--- src/rtl/pot_pkg.sv ---
// shared constants and helpers for the overhead tdm port
package pot_pkg;
   // ==========================================================
   // slot frame
   localparam int NUM_CH = 12;
   localparam int SLOT_W = 4;
   localparam logic [SLOT_W-1:0] SLOT_FIRST = 4'h0;
   // rising link edges from a slot's strobes to its transmit sampling
   localparam int TX_LAT = 3;
   // ==========================================================
   // timing
   localparam int CLK_PERIOD_PS = 5000;
   localparam int OVH_MIN_MHZ = 10;
   localparam int OVH_MAX_MHZ = 52;
   localparam int OVH_PERIOD_NS = 80;
   localparam int OVH_HALF_CYC = (OVH_PERIOD_NS * 1000) / (2 * CLK_PERIOD_PS);
   localparam int DIV_W = 8;
   // ==========================================================
   // helpers
   function automatic logic [SLOT_W-1:0] slot_inc(input logic [SLOT_W-1:0] s,
                                                  input logic [SLOT_W-1:0] last);
      if (s >= last) begin
         slot_inc = SLOT_FIRST;
      end else begin
         slot_inc = s + 4'h1;
      end
   endfunction
endpackage

--- src/rtl/pot_if.sv ---
// link wires between the framer end and the external overhead logic
`timescale 1ns/1ps
interface pot_if;
   logic ovh_port_clock;
   logic slot_one_marker;
   logic tx_slot_valid;
   logic tx_ovh_frame_start;
   logic rx_slot_valid;
   logic rx_ovh_frame_start;
   logic rx_ovh_bit_out;
   logic tx_ovh_bit_in;
   logic tx_ovh_bit_enable;

   modport dev (
      input ovh_port_clock, tx_ovh_bit_in, tx_ovh_bit_enable,
      output slot_one_marker, tx_slot_valid, tx_ovh_frame_start,
      output rx_slot_valid, rx_ovh_frame_start, rx_ovh_bit_out
   );
   modport ext (
      output ovh_port_clock, tx_ovh_bit_in, tx_ovh_bit_enable,
      input slot_one_marker, tx_slot_valid, tx_ovh_frame_start,
      input rx_slot_valid, rx_ovh_frame_start, rx_ovh_bit_out
   );
endinterface

--- src/rtl/pot_sync.sv ---
// two-flop synchroniser for a group of pin levels
`timescale 1ns/1ps
module pot_sync #(
   parameter int W = 1
) (
   input logic CLK,        // system clock
   input logic RST,        // synchronous reset, high
   input logic [W-1:0] D,  // asynchronous levels
   output logic [W-1:0] Q  // synchronised levels
);
   logic [W-1:0] meta_r;
   logic [W-1:0] meta_nxt;
   logic [W-1:0] q_r;
   logic [W-1:0] q_nxt;

   always_comb begin
      meta_nxt = D;
      q_nxt = meta_r;
      if (RST) begin
         meta_nxt = '0;
         q_nxt = '0;
      end
   end

   always_ff @(posedge CLK) begin
      meta_r <= meta_nxt;
      q_r <= q_nxt;
   end

   assign Q = q_r;
endmodule

--- src/rtl/pot_dev.sv ---
// framer end of the multiplexed plcp overhead port
`timescale 1ns/1ps
module pot_dev #(
   parameter int N = pot_pkg::NUM_CH
) (
   input logic CLK,                                  // system clock
   input logic RST,                                  // synchronous reset, high
   input logic [N-1:0] PLCP_MODE,                    // channel framer in plcp mode
   input logic [N-1:0] OVH_PORT_EN,                  // channel overhead port enabled
   input logic [N-1:0] RX_BIT,                       // received overhead bit per channel
   input logic [N-1:0] RX_SOF,                       // bit is first of rx overhead sequence
   input logic [N-1:0] TX_SOF,                       // next bit precedes tx frame start
   output logic SLOT_STB,                            // pulse: a slot went out on the link
   output logic [pot_pkg::SLOT_W-1:0] SLOT_CH,       // channel of that slot
   output logic REPL_STB,                            // pulse: replace one tx overhead bit
   output logic [pot_pkg::SLOT_W-1:0] REPL_CH,       // channel of the replacement
   output logic REPL_BIT,                            // replacement value
   output logic REPL_FIRST,                          // replacement is first bit of frame
   pot_if.dev lnk                                    // link to external logic
);
   // ==========================================================
   // checks
   if (N < 2 || N > (1 << pot_pkg::SLOT_W)) begin : g_chk
      $error("pot_dev: channel count does not fit the slot counter");
   end

   localparam logic [pot_pkg::SLOT_W-1:0] SLOT_LAST = pot_pkg::SLOT_W'(N - 1);
   localparam int PL = pot_pkg::TX_LAT;

   // ==========================================================
   // pin synchronisers and edge finding
   logic [2:0] pins_s;
   logic s_clk;
   logic s_bit;
   logic s_en;
   logic rise;

   pot_sync #(.W(3)) u_sync (
      .CLK(CLK),
      .RST(RST),
      .D({lnk.ovh_port_clock, lnk.tx_ovh_bit_in, lnk.tx_ovh_bit_enable}),
      .Q(pins_s)
   );

   assign s_clk = pins_s[2];
   assign s_bit = pins_s[1];
   assign s_en = pins_s[0];

   logic clk_d_r;
   logic clk_d_nxt;

   // the synced copy and its delayed copy give the rising edge
   assign rise = s_clk & ~clk_d_r;

   // ==========================================================
   // state
   logic [pot_pkg::SLOT_W-1:0] slot_r;
   logic [pot_pkg::SLOT_W-1:0] slot_nxt;
   logic marker_r;
   logic marker_nxt;
   logic txv_r;
   logic txv_nxt;
   logic txs_r;
   logic txs_nxt;
   logic rxv_r;
   logic rxv_nxt;
   logic rxs_r;
   logic rxs_nxt;
   logic rxb_r;
   logic rxb_nxt;
   logic pv_r [PL];
   logic pv_nxt [PL];
   logic [pot_pkg::SLOT_W-1:0] pch_r [PL];
   logic [pot_pkg::SLOT_W-1:0] pch_nxt [PL];
   logic psof_r [PL];
   logic psof_nxt [PL];
   logic slot_stb_r;
   logic slot_stb_nxt;
   logic [pot_pkg::SLOT_W-1:0] slot_ch_r;
   logic [pot_pkg::SLOT_W-1:0] slot_ch_nxt;
   logic repl_stb_r;
   logic repl_stb_nxt;
   logic [pot_pkg::SLOT_W-1:0] repl_ch_r;
   logic [pot_pkg::SLOT_W-1:0] repl_ch_nxt;
   logic repl_bit_r;
   logic repl_bit_nxt;
   logic repl_first_r;
   logic repl_first_nxt;

   logic [N-1:0] active;
   logic cur_act;

   assign active = PLCP_MODE & OVH_PORT_EN;
   assign cur_act = active[slot_r];

   // ==========================================================
   // next values
   always_comb begin
      clk_d_nxt = s_clk;
      slot_nxt = slot_r;
      marker_nxt = marker_r;
      txv_nxt = txv_r;
      txs_nxt = txs_r;
      rxv_nxt = rxv_r;
      rxs_nxt = rxs_r;
      rxb_nxt = rxb_r;
      for (int i = 0; i < PL; i++) begin
         pv_nxt[i] = pv_r[i];
         pch_nxt[i] = pch_r[i];
         psof_nxt[i] = psof_r[i];
      end
      slot_stb_nxt = 1'b0;
      slot_ch_nxt = slot_ch_r;
      repl_stb_nxt = 1'b0;
      repl_ch_nxt = repl_ch_r;
      repl_bit_nxt = repl_bit_r;
      repl_first_nxt = repl_first_r;
      if (rise) begin
         // slot counter runs even with no channel active, so the
         // first marker after enabling lands on a whole frame
         slot_nxt = pot_pkg::slot_inc(slot_r, SLOT_LAST);
         marker_nxt = (|PLCP_MODE) && (slot_r == pot_pkg::SLOT_FIRST);
         txv_nxt = cur_act;
         txs_nxt = cur_act & TX_SOF[slot_r];
         rxv_nxt = cur_act;
         rxs_nxt = cur_act & RX_SOF[slot_r];
         rxb_nxt = cur_act & RX_BIT[slot_r];
         slot_stb_nxt = 1'b1;
         slot_ch_nxt = slot_r;
         // oldest stage was sent three rising edges ago
         if (pv_r[PL-1] && s_en) begin
            repl_stb_nxt = 1'b1;
            repl_ch_nxt = pch_r[PL-1];
            repl_bit_nxt = s_bit;
            repl_first_nxt = psof_r[PL-1];
         end
         for (int i = PL - 1; i > 0; i--) begin
            pv_nxt[i] = pv_r[i-1];
            pch_nxt[i] = pch_r[i-1];
            psof_nxt[i] = psof_r[i-1];
         end
         pv_nxt[0] = cur_act;
         pch_nxt[0] = slot_r;
         psof_nxt[0] = cur_act & TX_SOF[slot_r];
      end
      if (RST) begin
         clk_d_nxt = 1'b0;
         slot_nxt = pot_pkg::SLOT_FIRST;
         marker_nxt = 1'b0;
         txv_nxt = 1'b0;
         txs_nxt = 1'b0;
         rxv_nxt = 1'b0;
         rxs_nxt = 1'b0;
         rxb_nxt = 1'b0;
         for (int i = 0; i < PL; i++) begin
            pv_nxt[i] = 1'b0;
            pch_nxt[i] = pot_pkg::SLOT_FIRST;
            psof_nxt[i] = 1'b0;
         end
         slot_stb_nxt = 1'b0;
         slot_ch_nxt = pot_pkg::SLOT_FIRST;
         repl_stb_nxt = 1'b0;
         repl_ch_nxt = pot_pkg::SLOT_FIRST;
         repl_bit_nxt = 1'b0;
         repl_first_nxt = 1'b0;
      end
   end

   // ==========================================================
   // registers
   always_ff @(posedge CLK) begin
      clk_d_r <= clk_d_nxt;
      slot_r <= slot_nxt;
      marker_r <= marker_nxt;
      txv_r <= txv_nxt;
      txs_r <= txs_nxt;
      rxv_r <= rxv_nxt;
      rxs_r <= rxs_nxt;
      rxb_r <= rxb_nxt;
      for (int i = 0; i < PL; i++) begin
         pv_r[i] <= pv_nxt[i];
         pch_r[i] <= pch_nxt[i];
         psof_r[i] <= psof_nxt[i];
      end
      slot_stb_r <= slot_stb_nxt;
      slot_ch_r <= slot_ch_nxt;
      repl_stb_r <= repl_stb_nxt;
      repl_ch_r <= repl_ch_nxt;
      repl_bit_r <= repl_bit_nxt;
      repl_first_r <= repl_first_nxt;
   end

   // ==========================================================
   // outputs
   assign lnk.slot_one_marker = marker_r;
   assign lnk.tx_slot_valid = txv_r;
   assign lnk.tx_ovh_frame_start = txs_r;
   assign lnk.rx_slot_valid = rxv_r;
   assign lnk.rx_ovh_frame_start = rxs_r;
   assign lnk.rx_ovh_bit_out = rxb_r;
   assign SLOT_STB = slot_stb_r;
   assign SLOT_CH = slot_ch_r;
   assign REPL_STB = repl_stb_r;
   assign REPL_CH = repl_ch_r;
   assign REPL_BIT = repl_bit_r;
   assign REPL_FIRST = repl_first_r;
endmodule

--- src/flat_wrapper.sv ---
// flat-port wrapper written by rule: the top's interface ports become plain ports
module pot_dev_flat 
#(
   parameter int N = pot_pkg::NUM_CH
)
  (CLK, RST, PLCP_MODE, OVH_PORT_EN, RX_BIT, RX_SOF, TX_SOF, SLOT_STB, SLOT_CH, REPL_STB, REPL_CH, REPL_BIT, REPL_FIRST, lnk_ovh_port_clock, lnk_tx_ovh_bit_in, lnk_tx_ovh_bit_enable, lnk_slot_one_marker, lnk_tx_slot_valid, lnk_tx_ovh_frame_start, lnk_rx_slot_valid, lnk_rx_ovh_frame_start, lnk_rx_ovh_bit_out);
  pot_if lnk_i ();
  input logic CLK;
  input logic RST;
  input logic [N-1:0] PLCP_MODE;
  input logic [N-1:0] OVH_PORT_EN;
  input logic [N-1:0] RX_BIT;
  input logic [N-1:0] RX_SOF;
  input logic [N-1:0] TX_SOF;
  output logic SLOT_STB;
  output logic [pot_pkg::SLOT_W-1:0] SLOT_CH;
  output logic REPL_STB;
  output logic [pot_pkg::SLOT_W-1:0] REPL_CH;
  output logic REPL_BIT;
  output logic REPL_FIRST;
  input wire logic [$bits(lnk_i.ovh_port_clock)-1:0] lnk_ovh_port_clock;
  input wire logic [$bits(lnk_i.tx_ovh_bit_in)-1:0] lnk_tx_ovh_bit_in;
  input wire logic [$bits(lnk_i.tx_ovh_bit_enable)-1:0] lnk_tx_ovh_bit_enable;
  output wire logic [$bits(lnk_i.slot_one_marker)-1:0] lnk_slot_one_marker;
  output wire logic [$bits(lnk_i.tx_slot_valid)-1:0] lnk_tx_slot_valid;
  output wire logic [$bits(lnk_i.tx_ovh_frame_start)-1:0] lnk_tx_ovh_frame_start;
  output wire logic [$bits(lnk_i.rx_slot_valid)-1:0] lnk_rx_slot_valid;
  output wire logic [$bits(lnk_i.rx_ovh_frame_start)-1:0] lnk_rx_ovh_frame_start;
  output wire logic [$bits(lnk_i.rx_ovh_bit_out)-1:0] lnk_rx_ovh_bit_out;
  assign lnk_i.ovh_port_clock = lnk_ovh_port_clock;
  assign lnk_i.tx_ovh_bit_in = lnk_tx_ovh_bit_in;
  assign lnk_i.tx_ovh_bit_enable = lnk_tx_ovh_bit_enable;
  assign lnk_slot_one_marker = lnk_i.slot_one_marker;
  assign lnk_tx_slot_valid = lnk_i.tx_slot_valid;
  assign lnk_tx_ovh_frame_start = lnk_i.tx_ovh_frame_start;
  assign lnk_rx_slot_valid = lnk_i.rx_slot_valid;
  assign lnk_rx_ovh_frame_start = lnk_i.rx_ovh_frame_start;
  assign lnk_rx_ovh_bit_out = lnk_i.rx_ovh_bit_out;
  pot_dev #(.N(N)) u_core (.CLK(CLK), .RST(RST), .PLCP_MODE(PLCP_MODE), .OVH_PORT_EN(OVH_PORT_EN), .RX_BIT(RX_BIT), .RX_SOF(RX_SOF), .TX_SOF(TX_SOF), .SLOT_STB(SLOT_STB), .SLOT_CH(SLOT_CH), .REPL_STB(REPL_STB), .REPL_CH(REPL_CH), .REPL_BIT(REPL_BIT), .REPL_FIRST(REPL_FIRST), .lnk(lnk_i));
endmodule
--- config.mk ---
export PLATFORM = sky130hd
export DESIGN_NAME = pot_dev_flat
export DESIGN_NICKNAME = d
export VERILOG_FILES = /design/src/rtl/pot_pkg.sv /design/src/rtl/pot_if.sv /design/src/rtl/pot_sync.sv /design/src/rtl/pot_dev.sv /design/src/flat_wrapper.sv
export SDC_FILE = /design/constraint.sdc
export NUM_CORES = 1
export LEC_CHECK = 0
export BUFFER_PORTS_ARGS = -buffer_cell sky130_fd_sc_hd__clkbuf_2
export CAP_MARGIN = 25
export CORE_UTILIZATION = 35
export DETAILED_ROUTE_END_ITERATION = 7
export GPL_TIMING_DRIVEN = 1
export HOLD_SLACK_MARGIN = 0.03
export PLACE_DENSITY = 0.67
export SYNTH_ARGS = -nofsm -noshare
export SYNTH_HDL_FRONTEND = slang
export SYNTH_SLANG_ARGS = --single-unit
--- constraint.sdc ---
create_clock -name CLK -period 5.4 [get_ports CLK]
set_clock_uncertainty 0.15 [all_clocks]
set_input_delay 0.54 -clock CLK [delete_from_list [all_inputs] [get_ports CLK]]
set_output_delay 0.54 -clock CLK [all_outputs]
set_load 0.03 [all_outputs]
==> flow_metrics.py, run 1 <==
metrics = {
    "synthesis": {
        "syn_area_per_cell_um2": 9.22,
        "synth_ff_type": "dfxtp_1",
        "async_flop_share_pct": 0,
        "ys_types": 30,
        "synth_seq_cells": 40,
        "synth_warnings": 0,
        "syn-num-nets": 269,
        "ys_seq_area_share_pct": 43.0,
        "syn_area_um2": 1860,
        "synthesis.instances": 202,
        "synth_enable_flop_cells": 0,
    },
    "pwr": {
        "finalPower_w": 0.000566,
        "power.leakage_nw": 1.04,
        "p_per_area_nw_per_um2": 240,
        "ir_worst_vdd_mv": 0.102,
    },
    "worst_setup_path": {
        "critPathMaxFanout": 20,
        "cp-start-kind": "flip-flop",
        "arrival_ns": 2.40,
        "critPathRequiredTime_ns": 5.44,
        "crit_path_end_kind": "flip-flop",
        "crit_type": "flip-flop to flip-flop",
    },
    "routing": {
        "vias": 1685,
        "drt_iter0_drc": 92,
        "wl_um": 4150,
        "first_pass_iters": 4,
        "ant_nets": 0,
        "drc": 0,
        "viasPerCell": 4.88,
        "drt-wirelength-per-cell_um": 12.0,
    },
    "sta": {
        "max_slew.worst_pin.slew_ns": 0.862,
        "slew_violations": 0,
        "rsz0062_at_grt": "no",
        "min_period_over_period_pct": 43.7,
        "setup_tns_ns": 0,
        "setup_violations": 0,
        "max_freq_mhz": 424,
        "min_period_ns": 2.36,
        "relSlewSlack_pct": 42.5,
        "hold_viol": 0,
    },
    "die": {
        "die_area_um2": 5620,
        "die_w_um": 74.9,
        "coreArea_um2": 5110,
        "die_height_um": 74.9,
        "ioPinCount": 83,
        "initial_utilization_pct": 36.5,
        "row_count": 26,
    },
    "worst_hold_path": {
        "hp-class": "flip-flop to flip-flop",
    },
    "final_layout": {
        "drive_above_1_share_pct": 34.5,
        "design_area_um2": 2360,
        "final_nets": 341,
        "final_cell_mix": "clkbuf_2, dfxtp_1, nand2_1, a21oi_1",
        "area_growth_pct": 26.5,
        "n_antenna_cell": 0,
        "final_common_cell": "clkbuf_2",
    },
    "cts": {
        "clk_pin_slew_ns": 0.07,
        "cts_tree": "done",
        "cts_resized": 0,
        "postCtsHoldBufs": 0,
        "clk_latency_ns": 0.29,
        "cts_sinks": 40,
        "cts_setup_buffers": 0,
        "clock_path_buffers": 2,
        "clock-root-buffer": "clkbuf_8",
        "cts_buffers": 5,
        "ctsHtreeMaxLevel": 2,
    },
    "placed_design": {
        "numPortBuffers": 82,
        "place.gp.congestion": 0.819,
        "dp_hpwl_um": 3100,
        "placement.cell_area_um2": 2270,
    },
    "global_routing": {
        "grt_max_degree": 38,
        "grt_usage_pct": 16.3,
        "antenna_found_initial": 0,
        "grt_pass1_wl_um": 6770,
        "grt_overflow": 0,
        "grt_pass1_vias": 1507,
    },
    "outcome": {
        "status": "complete, no violations",
    },
    "run": {
        "maxCapViolCount": 0,
    },
}
worst paths after layout:
path | startpoint | endpoint | slack, ns | cells after the start
worst max-delay path | u_core.slot_r[0] | u_core.psof_r[0][0] | 3.04 | 4
worst min-delay path | u_core.u_sync.meta_r[1] | u_core.u_sync.Q[1] | 0.29 | 1
worst max register to register | u_core.slot_r[0] | u_core.psof_r[0][0] | 3.04 | 4
worst min register to register | u_core.u_sync.meta_r[1] | u_core.u_sync.Q[1] | 0.29 | 1
critical path: stages, from the launching register on:
cell,delay [ns]
dfxtp_1,0.88
mux4_2,0.58
nor2b_1,0.14
a221o_1,0.25
a32o_1,0.25
metrics by stage:
stage                     worst slack (ns)  instances  utilization [%]  hold slack [ns]
after floorplan                       3.54        202                -            0.264
after global placement                3.06        337             44.4            0.274
after detailed placement              3.00        337             44.4            0.277
after CTS                             2.99        345             46.1            0.294
after global routing                  2.87        345             46.1            0.303
final                                 3.04        345             46.1            0.286
metal layers:
metal	GRT usage (%)	part of all wire (%)	up-vias
li1	-	-	856
met1	19.6	43	747
met2	27.6	49	76
met3	3.75	6.5	6
met4	7.55	2.1	0
met5	0	0	-
report_power, final:
part	switching, W	total [W]	leakage (nW)	internal (W)
clock	0.0000936	0.000198	0.0455	0.000104
sequential	0.00000533	0.000305	0.324	0.000300
combinational	0.0000286	0.0000633	0.667	0.0000346
total	0.000128	0.000566	1.04	0.000438
cells in the mapped netlist (2+ instances only):
| cell | instances | area (um2) |
|---|---|---|
| dfxtp_1 | 40 | 801 |
| nand2_1 | 39 | 146 |
| a21oi_1 | 22 | 110 |
| nor2_1 | 12 | 45.0 |
| nor2b_1 | 12 | 75.1 |
| nand3_1 | 10 | 50.1 |
| buf_4 | 7 | 52.6 |
| clkbuf_1 | 7 | 26.3 |
| mux2i_1 | 6 | 60.1 |
| mux4_2 | 5 | 113 |
| mux4_1 | 4 | 105 |
| nor4_1 | 4 | 25.0 |
| a221o_1 | 3 | 30.0 |
| a32o_1 | 3 | 30.0 |
| buf_1 | 3 | 11.3 |
| o21ai_0 | 3 | 15.0 |
| a311oi_1 | 2 | 17.5 |
| and3_1 | 2 | 12.5 |
| ha_1 | 2 | 25.0 |
| inv_1 | 2 | 7.51 |
| nand2b_1 | 2 | 12.5 |
| nand4_1 | 2 | 12.5 |
| o211a_1 | 2 | 20.0 |
| o211ai_1 | 2 | 15.0 |
flip-flops by register name, indices dropped and copies added, names as in the netlist:
| register | flops |
|---|---|
| u_core.SLOT_STB | 1 |
| u_core.SLOT_CH | 3 |
| u_core.pch_r | 9 |
| u_core.lnk.rx_ovh_frame_start | 1 |
| u_core.u_sync.meta_r | 3 |
| u_core.REPL_FIRST | 1 |
| u_core.slot_r | 4 |
| u_core.pv_r | 3 |
| u_core.lnk.slot_one_marker | 1 |
| u_core.REPL_CH | 4 |
| u_core.clk_d_r | 1 |
| u_core.REPL_BIT | 1 |
| u_core.lnk.rx_ovh_bit_out | 1 |
| u_core.u_sync.Q | 3 |
| u_core.psof_r | 3 |
| u_core.REPL_STB | 1 |
cell families after synthesis:
logic type	share of synthesized area (%)
DFF	43.0
adders and majority gates	1.34
and+or+nand+nor	21.8
muxes	14.9
AOI/OAI and AO/OA	13.0
buffers and inverters	5.85
final cells by class:
cell class	instances	area (um2)
Timing Repair Buffer	83	418
Inverter	2	7.51
Tap cell	70	87.6
Sequential cell	40	801
Fill cell	522	2750
Clock buffer	8	90.1
Multi-Input combinational cell	142	952
(Power assumes the default switching activity.)
==> run 2, diff against run 1 <==
Clock period 5.4 ns to 2.25 ns, I/O delays scaled along.
==> run 2 against run 1 <==
Combinational power rose to 2.7 times the previous value. Total power increased by 150%. Via count up 1.4%. Critical path depth rose by 1. Register-to-register slack got worse by 2.8 ns. Setup slack got worse by 2.8 ns. Clock-buffer cell count shrank 1. Fmax rose by 18%. Largest cell class unchanged. Highest routed layer unchanged.
==> flow_metrics.py, run 2 (synthesis results as in run 1) <==
metrics = {
    "outcome": {
        "status": "complete, no violations",
    },
    "final_layout": {
        "final_nets": 349,
        "final_cell_mix": "clkbuf_2, dfxtp_1, nand2_1, a21oi_1",
        "multi_input_area_um2": 952,
        "regArea_um2": 801,
        "final_common_cell": "clkbuf_2",
        "largest_reg_flops": 9,
        "n_fill_cell": 529,
        "regMostFlops": "u_core.pch_r",
        "drive_above_1_share_pct": 35.8,
        "n_antenna_cell": 0,
        "area_growth_pct": 30.5,
        "fin_cells": 352,
    },
    "global_routing": {
        "grt_overflow": 0,
        "grt_pass1_wl_um": 7020,
        "grt_usage_pct": 16.8,
        "grt_pass1_vias": 1527,
        "grt_max_degree": 32,
        "antenna_found_initial": 0,
    },
    "die": {
        "coreArea_um2": 5110,
        "ioPinCount": 83,
        "die_height_um": 74.9,
        "initial_utilization_pct": 36.5,
        "die_w_um": 74.9,
        "die_area_um2": 5620,
        "row_count": 26,
    },
    "worst_setup_path": {
        "r2r-end": "u_core.psof_r[0][0]",
        "arrival_ns": 2.03,
        "r2r-start": "u_core.slot_r[1]",
        "critPathMaxFanout": 13,
        "cp_top_family": "flip-flops",
        "cp_slowest_cell": "dfxtp_1",
        "reg2reg_slack_ns": 0.25,
        "cp_slowest_stage_delay_ns": 0.53,
        "crit_path_end_kind": "flip-flop",
        "cp-start-kind": "flip-flop",
        "path_buf_inv": 1,
        "critPathRequiredTime_ns": 2.29,
        "crit_path_cell_trace": "buf_4 > mux4_2 > nor2b_1 > a221o_1 > a32o_1",
        "crit_type": "flip-flop to flip-flop",
        "rr_worst_depth": 5,
    },
    "routing": {
        "drc": 0,
        "viasPerCell": 4.86,
        "drt_iter0_drc": 108,
        "ant_nets": 0,
        "wl_um": 4320,
        "drt-wirelength-per-cell_um": 12.3,
        "first_pass_iters": 4,
        "vias": 1709,
    },
    "sta": {
        "slew_violations": 0,
        "hold_viol": 0,
        "min_period_ns": 2.00,
        "whs_ns": 0.0386,
        "relSlewSlack_pct": 73.5,
        "max_freq_mhz": 501,
        "max_slew.worst_pin.slew_ns": 0.397,
        "min_period_over_period_pct": 88.7,
        "setup_violations": 0,
        "setup_tns_ns": 0,
        "rsz0062_at_grt": "no",
    },
    "pwr": {
        "combPwrFrac_pct": 12.2,
        "power_switching_w": 0.000314,
        "finalPower_w": 0.00140,
        "pwr-share-clk_pct": 36.0,
        "ir_worst_vdd_mv": 0.238,
        "power.leakage_nw": 1.08,
        "p_sw_share_pct": 22.5,
        "p_int_w": 0.00108,
        "seq_power_share_pct": 51.9,
        "p_per_area_nw_per_um2": 575,
    },
    "cts": {
        "clock_path_buffers": 2,
        "clock-root-buffer": "clkbuf_8",
        "clk_pin_slew_ns": 0.07,
        "clk_latency_ns": 0.29,
        "ctsHtreeMaxLevel": 2,
        "cts_tree": "done",
        "cts_sinks": 40,
        "cts_buffers": 5,
    },
    "placed_design": {
        "dp_hpwl_um": 3230,
        "numPortBuffers": 82,
        "dp.cells": 342,
        "place.gp.congestion": 0.814,
    },
    "run": {
        "maxCapViolCount": 0,
    },
    "worst_hold_path": {
        "hp-start": "RST",
        "hp-class": "primary input to flip-flop",
        "whs_path_depth": 2,
        "worstHoldEndpoint": "u_core.slot_r[3]",
    },
}
## run 2: per-layer routing
layer  track usage (%)  share of wire (%)  vias to the layer above
met5                 0                  0                        -
met2              28.0                 47                       85
met4              5.03                1.5                        0
li1                  -                  -                      875
met3              3.61                7.2                        5
met1              21.8                 45                      744
## run 2: cell type report
type,count,share of cell area (%)
sequential,40,33.0
multi-input combinational,142,39.2
timing repair buffer,91,20.0
tap,70,3.60
clock buffer,7,3.96
inverter,2,0.309
## run 2: worst max path at each step
stage	startpoint	to	slack (ns)	depth (start not counted)
6_report	u_core.slot_r[1]	u_core.psof_r[0][0]	0.25	5
5_1_grt	u_core.slot_r[1]	u_core.lnk.rx_ovh_frame_start	0.11	5
4_1_cts	u_core.slot_r[1]	u_core.psof_r[0][0]	0.26	5
3_5_place_dp	u_core.slot_r[1]	u_core.psof_r[0][0]	0.27	5
3_3_place_gp	u_core.slot_r[1]	u_core.lnk.rx_ovh_frame_start	0.31	5
2_1_floorplan	u_core.slot_r[1]	u_core.lnk.rx_ovh_frame_start	0.40	4
## run 2: power by group through the flow
stage | sequential (W) | clock, W | combinational [W]
after floorplan | 0.000747 | 0 | 0.0000838
after global placement | 0.000741 | 0 | 0.000165
after detailed placement | 0.000741 | 0 | 0.000167
after CTS | 0.000725 | 0.000523 | 0.000171
after global routing | 0.000726 | 0.000550 | 0.000185
final | 0.000725 | 0.000502 | 0.000170
## run 2: through the flow
stage,cell area [um2],util [%],setup slack (ns)
5_1_grt,2430,47.6,0.106
6_report,2430,47.6,0.255
3_3_place_gp,2300,45.1,0.307
4_1_cts,2430,47.6,0.264
2_1_floorplan,1860,-,0.399
3_5_place_dp,2300,45.1,0.270
## run 2: repair_timing
item | CTS | global route
gates resized for setup | 0 | 0
endpoints found under the hold margin | 3 | 0
buffers inserted | 0 | 0
hold buffers | 3 | 0
==> run 3, diff against run 2 <==
Clock period 2.25 ns to 2.5 ns, I/O delays scaled along.
==> run 3 against run 2 <==
Sequential power decreased by 9.5%. Largest cell class unchanged. Global-route usage increased by 0.17 points. Critical path depth did not move. Critical endpoint is now u_core.lnk.rx_ovh_bit_out.
==> flow_metrics.py, run 3 (synthesis results as in run 1) <==
metrics = {
    "worst_hold_path": {
        "hp-start": "RST",
        "whs_path_depth": 2,
        "hp-class": "primary input to flip-flop",
        "worstHoldEndpoint": "u_core.slot_r[3]",
    },
    "global_routing": {
        "grt_usage_pct": 16.9,
        "grt_pass1_vias": 1602,
        "grt_overflow": 0,
        "antenna_found_initial": 0,
        "grt_max_degree": 25,
        "grt_pass1_wl_um": 7180,
    },
    "worst_setup_path": {
        "critPathRequiredTime_ns": 2.54,
        "critPathMaxFanout": 11,
        "cp_slowest_stage_delay_ns": 0.66,
        "cp-start-kind": "flip-flop",
        "crit_path_end_kind": "flip-flop",
        "arrival_ns": 2.20,
        "r2r-start": "u_core.slot_r[0]",
        "crit_path_cell_trace": "buf_4 > o211ai_1 > o211a_1 > or3_1 > a32o_1",
        "crit_type": "flip-flop to flip-flop",
        "r2r-end": "u_core.lnk.rx_ovh_bit_out",
        "rr_worst_depth": 5,
        "cp_slowest_cell": "dfxtp_1",
        "reg2reg_slack_ns": 0.34,
    },
    "run": {
        "maxCapViolCount": 0,
    },
    "sta": {
        "setup_violations": 0,
        "max_slew.worst_pin.slew_ns": 0.533,
        "rsz0062_at_grt": "no",
        "min_period_ns": 2.16,
        "max_freq_mhz": 462,
        "whs_ns": 0.228,
        "setup_tns_ns": 0,
        "min_period_over_period_pct": 86.5,
        "hold_viol": 0,
        "relSlewSlack_pct": 64.4,
        "slew_violations": 0,
    },
    "cts": {
        "cts_buffers": 5,
        "cts_tree": "done",
        "clock_path_buffers": 2,
        "clock-root-buffer": "clkbuf_8",
        "cts_resized": 0,
        "clk_latency_ns": 0.29,
        "ctsHtreeMaxLevel": 2,
        "cts_sinks": 40,
        "clk_pin_slew_ns": 0.07,
    },
    "final_layout": {
        "largest_reg_flops": 9,
        "regMostFlops": "u_core.pch_r",
        "n_fill_cell": 517,
        "final_cell_mix": "clkbuf_2, dfxtp_1, nand2_1, a21oi_1",
        "area_growth_pct": 29.8,
        "final_common_cell": "clkbuf_2",
        "n_antenna_cell": 0,
        "drive_above_1_share_pct": 35.1,
        "final_nets": 348,
    },
    "routing": {
        "wl_met3_um": 245,
        "vias": 1729,
        "drt-wirelength-per-cell_um": 12.0,
        "ant_nets": 0,
        "first_pass_iters": 4,
        "routed.top_layer": "met4",
        "drc": 0,
        "wl_um": 4210,
        "route.met2.wl_um": 1990,
        "wl_met1_um": 1880,
        "drt_iter0_drc": 109,
        "viasPerCell": 4.91,
    },
    "placed_design": {
        "place.gp.congestion": 0.809,
        "dp_hpwl_um": 3210,
        "numPortBuffers": 82,
    },
    "pwr": {
        "power.leakage_nw": 1.07,
        "ir_worst_vdd_mv": 0.232,
        "p_per_area_nw_per_um2": 510,
        "finalPower_w": 0.00123,
    },
    "die": {
        "coreArea_um2": 5110,
        "die_area_um2": 5620,
        "row_count": 26,
        "ioPinCount": 83,
        "initial_utilization_pct": 36.5,
        "die_w_um": 74.9,
        "die_height_um": 74.9,
    },
    "outcome": {
        "status": "complete, no violations",
    },
}
-- run 3: report_power, final --
group / internal (W) / switching (W)
Clock: 0.000225 / 0.000204
Combinational: 0.0000808 / 0.0000667
Sequential: 0.000647 / 0.00000869
Total: 0.000952 / 0.000279
-- run 3: final cells by class --
cell class / instances / area, um2 / share of cell area (%)
multi-input combinational: 142 / 952 / 39.4
sequential: 40 / 801 / 33.1
timing repair buffer: 90 / 478 / 19.8
clock buffer: 8 / 90.1 / 3.73
tap: 70 / 87.6 / 3.63
inverter: 2 / 7.51 / 0.311
-- run 3: critical path, delay by kind of cell (launching register included) --
| kind | cells | cell delay, ns |
|---|---|---|
| compound gates | 3 | 0.54 |
| buf+inv | 1 | 0.28 |
| flops | 1 | 0.66 |
| simple gates | 1 | 0.42 |
-- run 3: per-layer routing --
metal  track usage [%]  vias to the layer above
li1                  -                      873
met1              20.4                      772
met2              29.5                       74
met3              2.81                       10
met4              7.76                        0
met5                 0                        -
-- run 3: worst max path at each step --
stage / slack [ns] / from / endpoint / cells past startpoint
3_3_place_gp: 0.40 / u_core.slot_r[0] / u_core.lnk.rx_ovh_bit_out / 5
3_5_place_dp: 0.34 / u_core.slot_r[0] / u_core.lnk.rx_ovh_bit_out / 5
6_report: 0.34 / u_core.slot_r[0] / u_core.lnk.rx_ovh_bit_out / 5
2_1_floorplan: 0.65 / u_core.slot_r[1] / u_core.lnk.rx_ovh_frame_start / 4
5_1_grt: 0.18 / u_core.slot_r[0] / u_core.lnk.rx_ovh_frame_start / 5
4_1_cts: 0.32 / u_core.slot_r[0] / u_core.lnk.rx_ovh_bit_out / 5
-- run 3: timing repair --
action / CTS / global route
setup endpoints to repair: 0 / 0
setup buffers: 0 / 0
hold buffers: 3 / 0
hold endpoints to repair: 3 / 0
-- run 3: through the flow --
stage | setup WS (ns) | instances | utilization [%] | area (um2)
finish | 0.337 | 352 | 47.3 | 2420
global route | 0.177 | 352 | 47.3 | 2420
CTS | 0.319 | 352 | 47.3 | 2420
detailed placement | 0.340 | 341 | 45.0 | 2300
global placement | 0.402 | 341 | 45.0 | 2300
floorplan | 0.649 | 202 | - | 1860
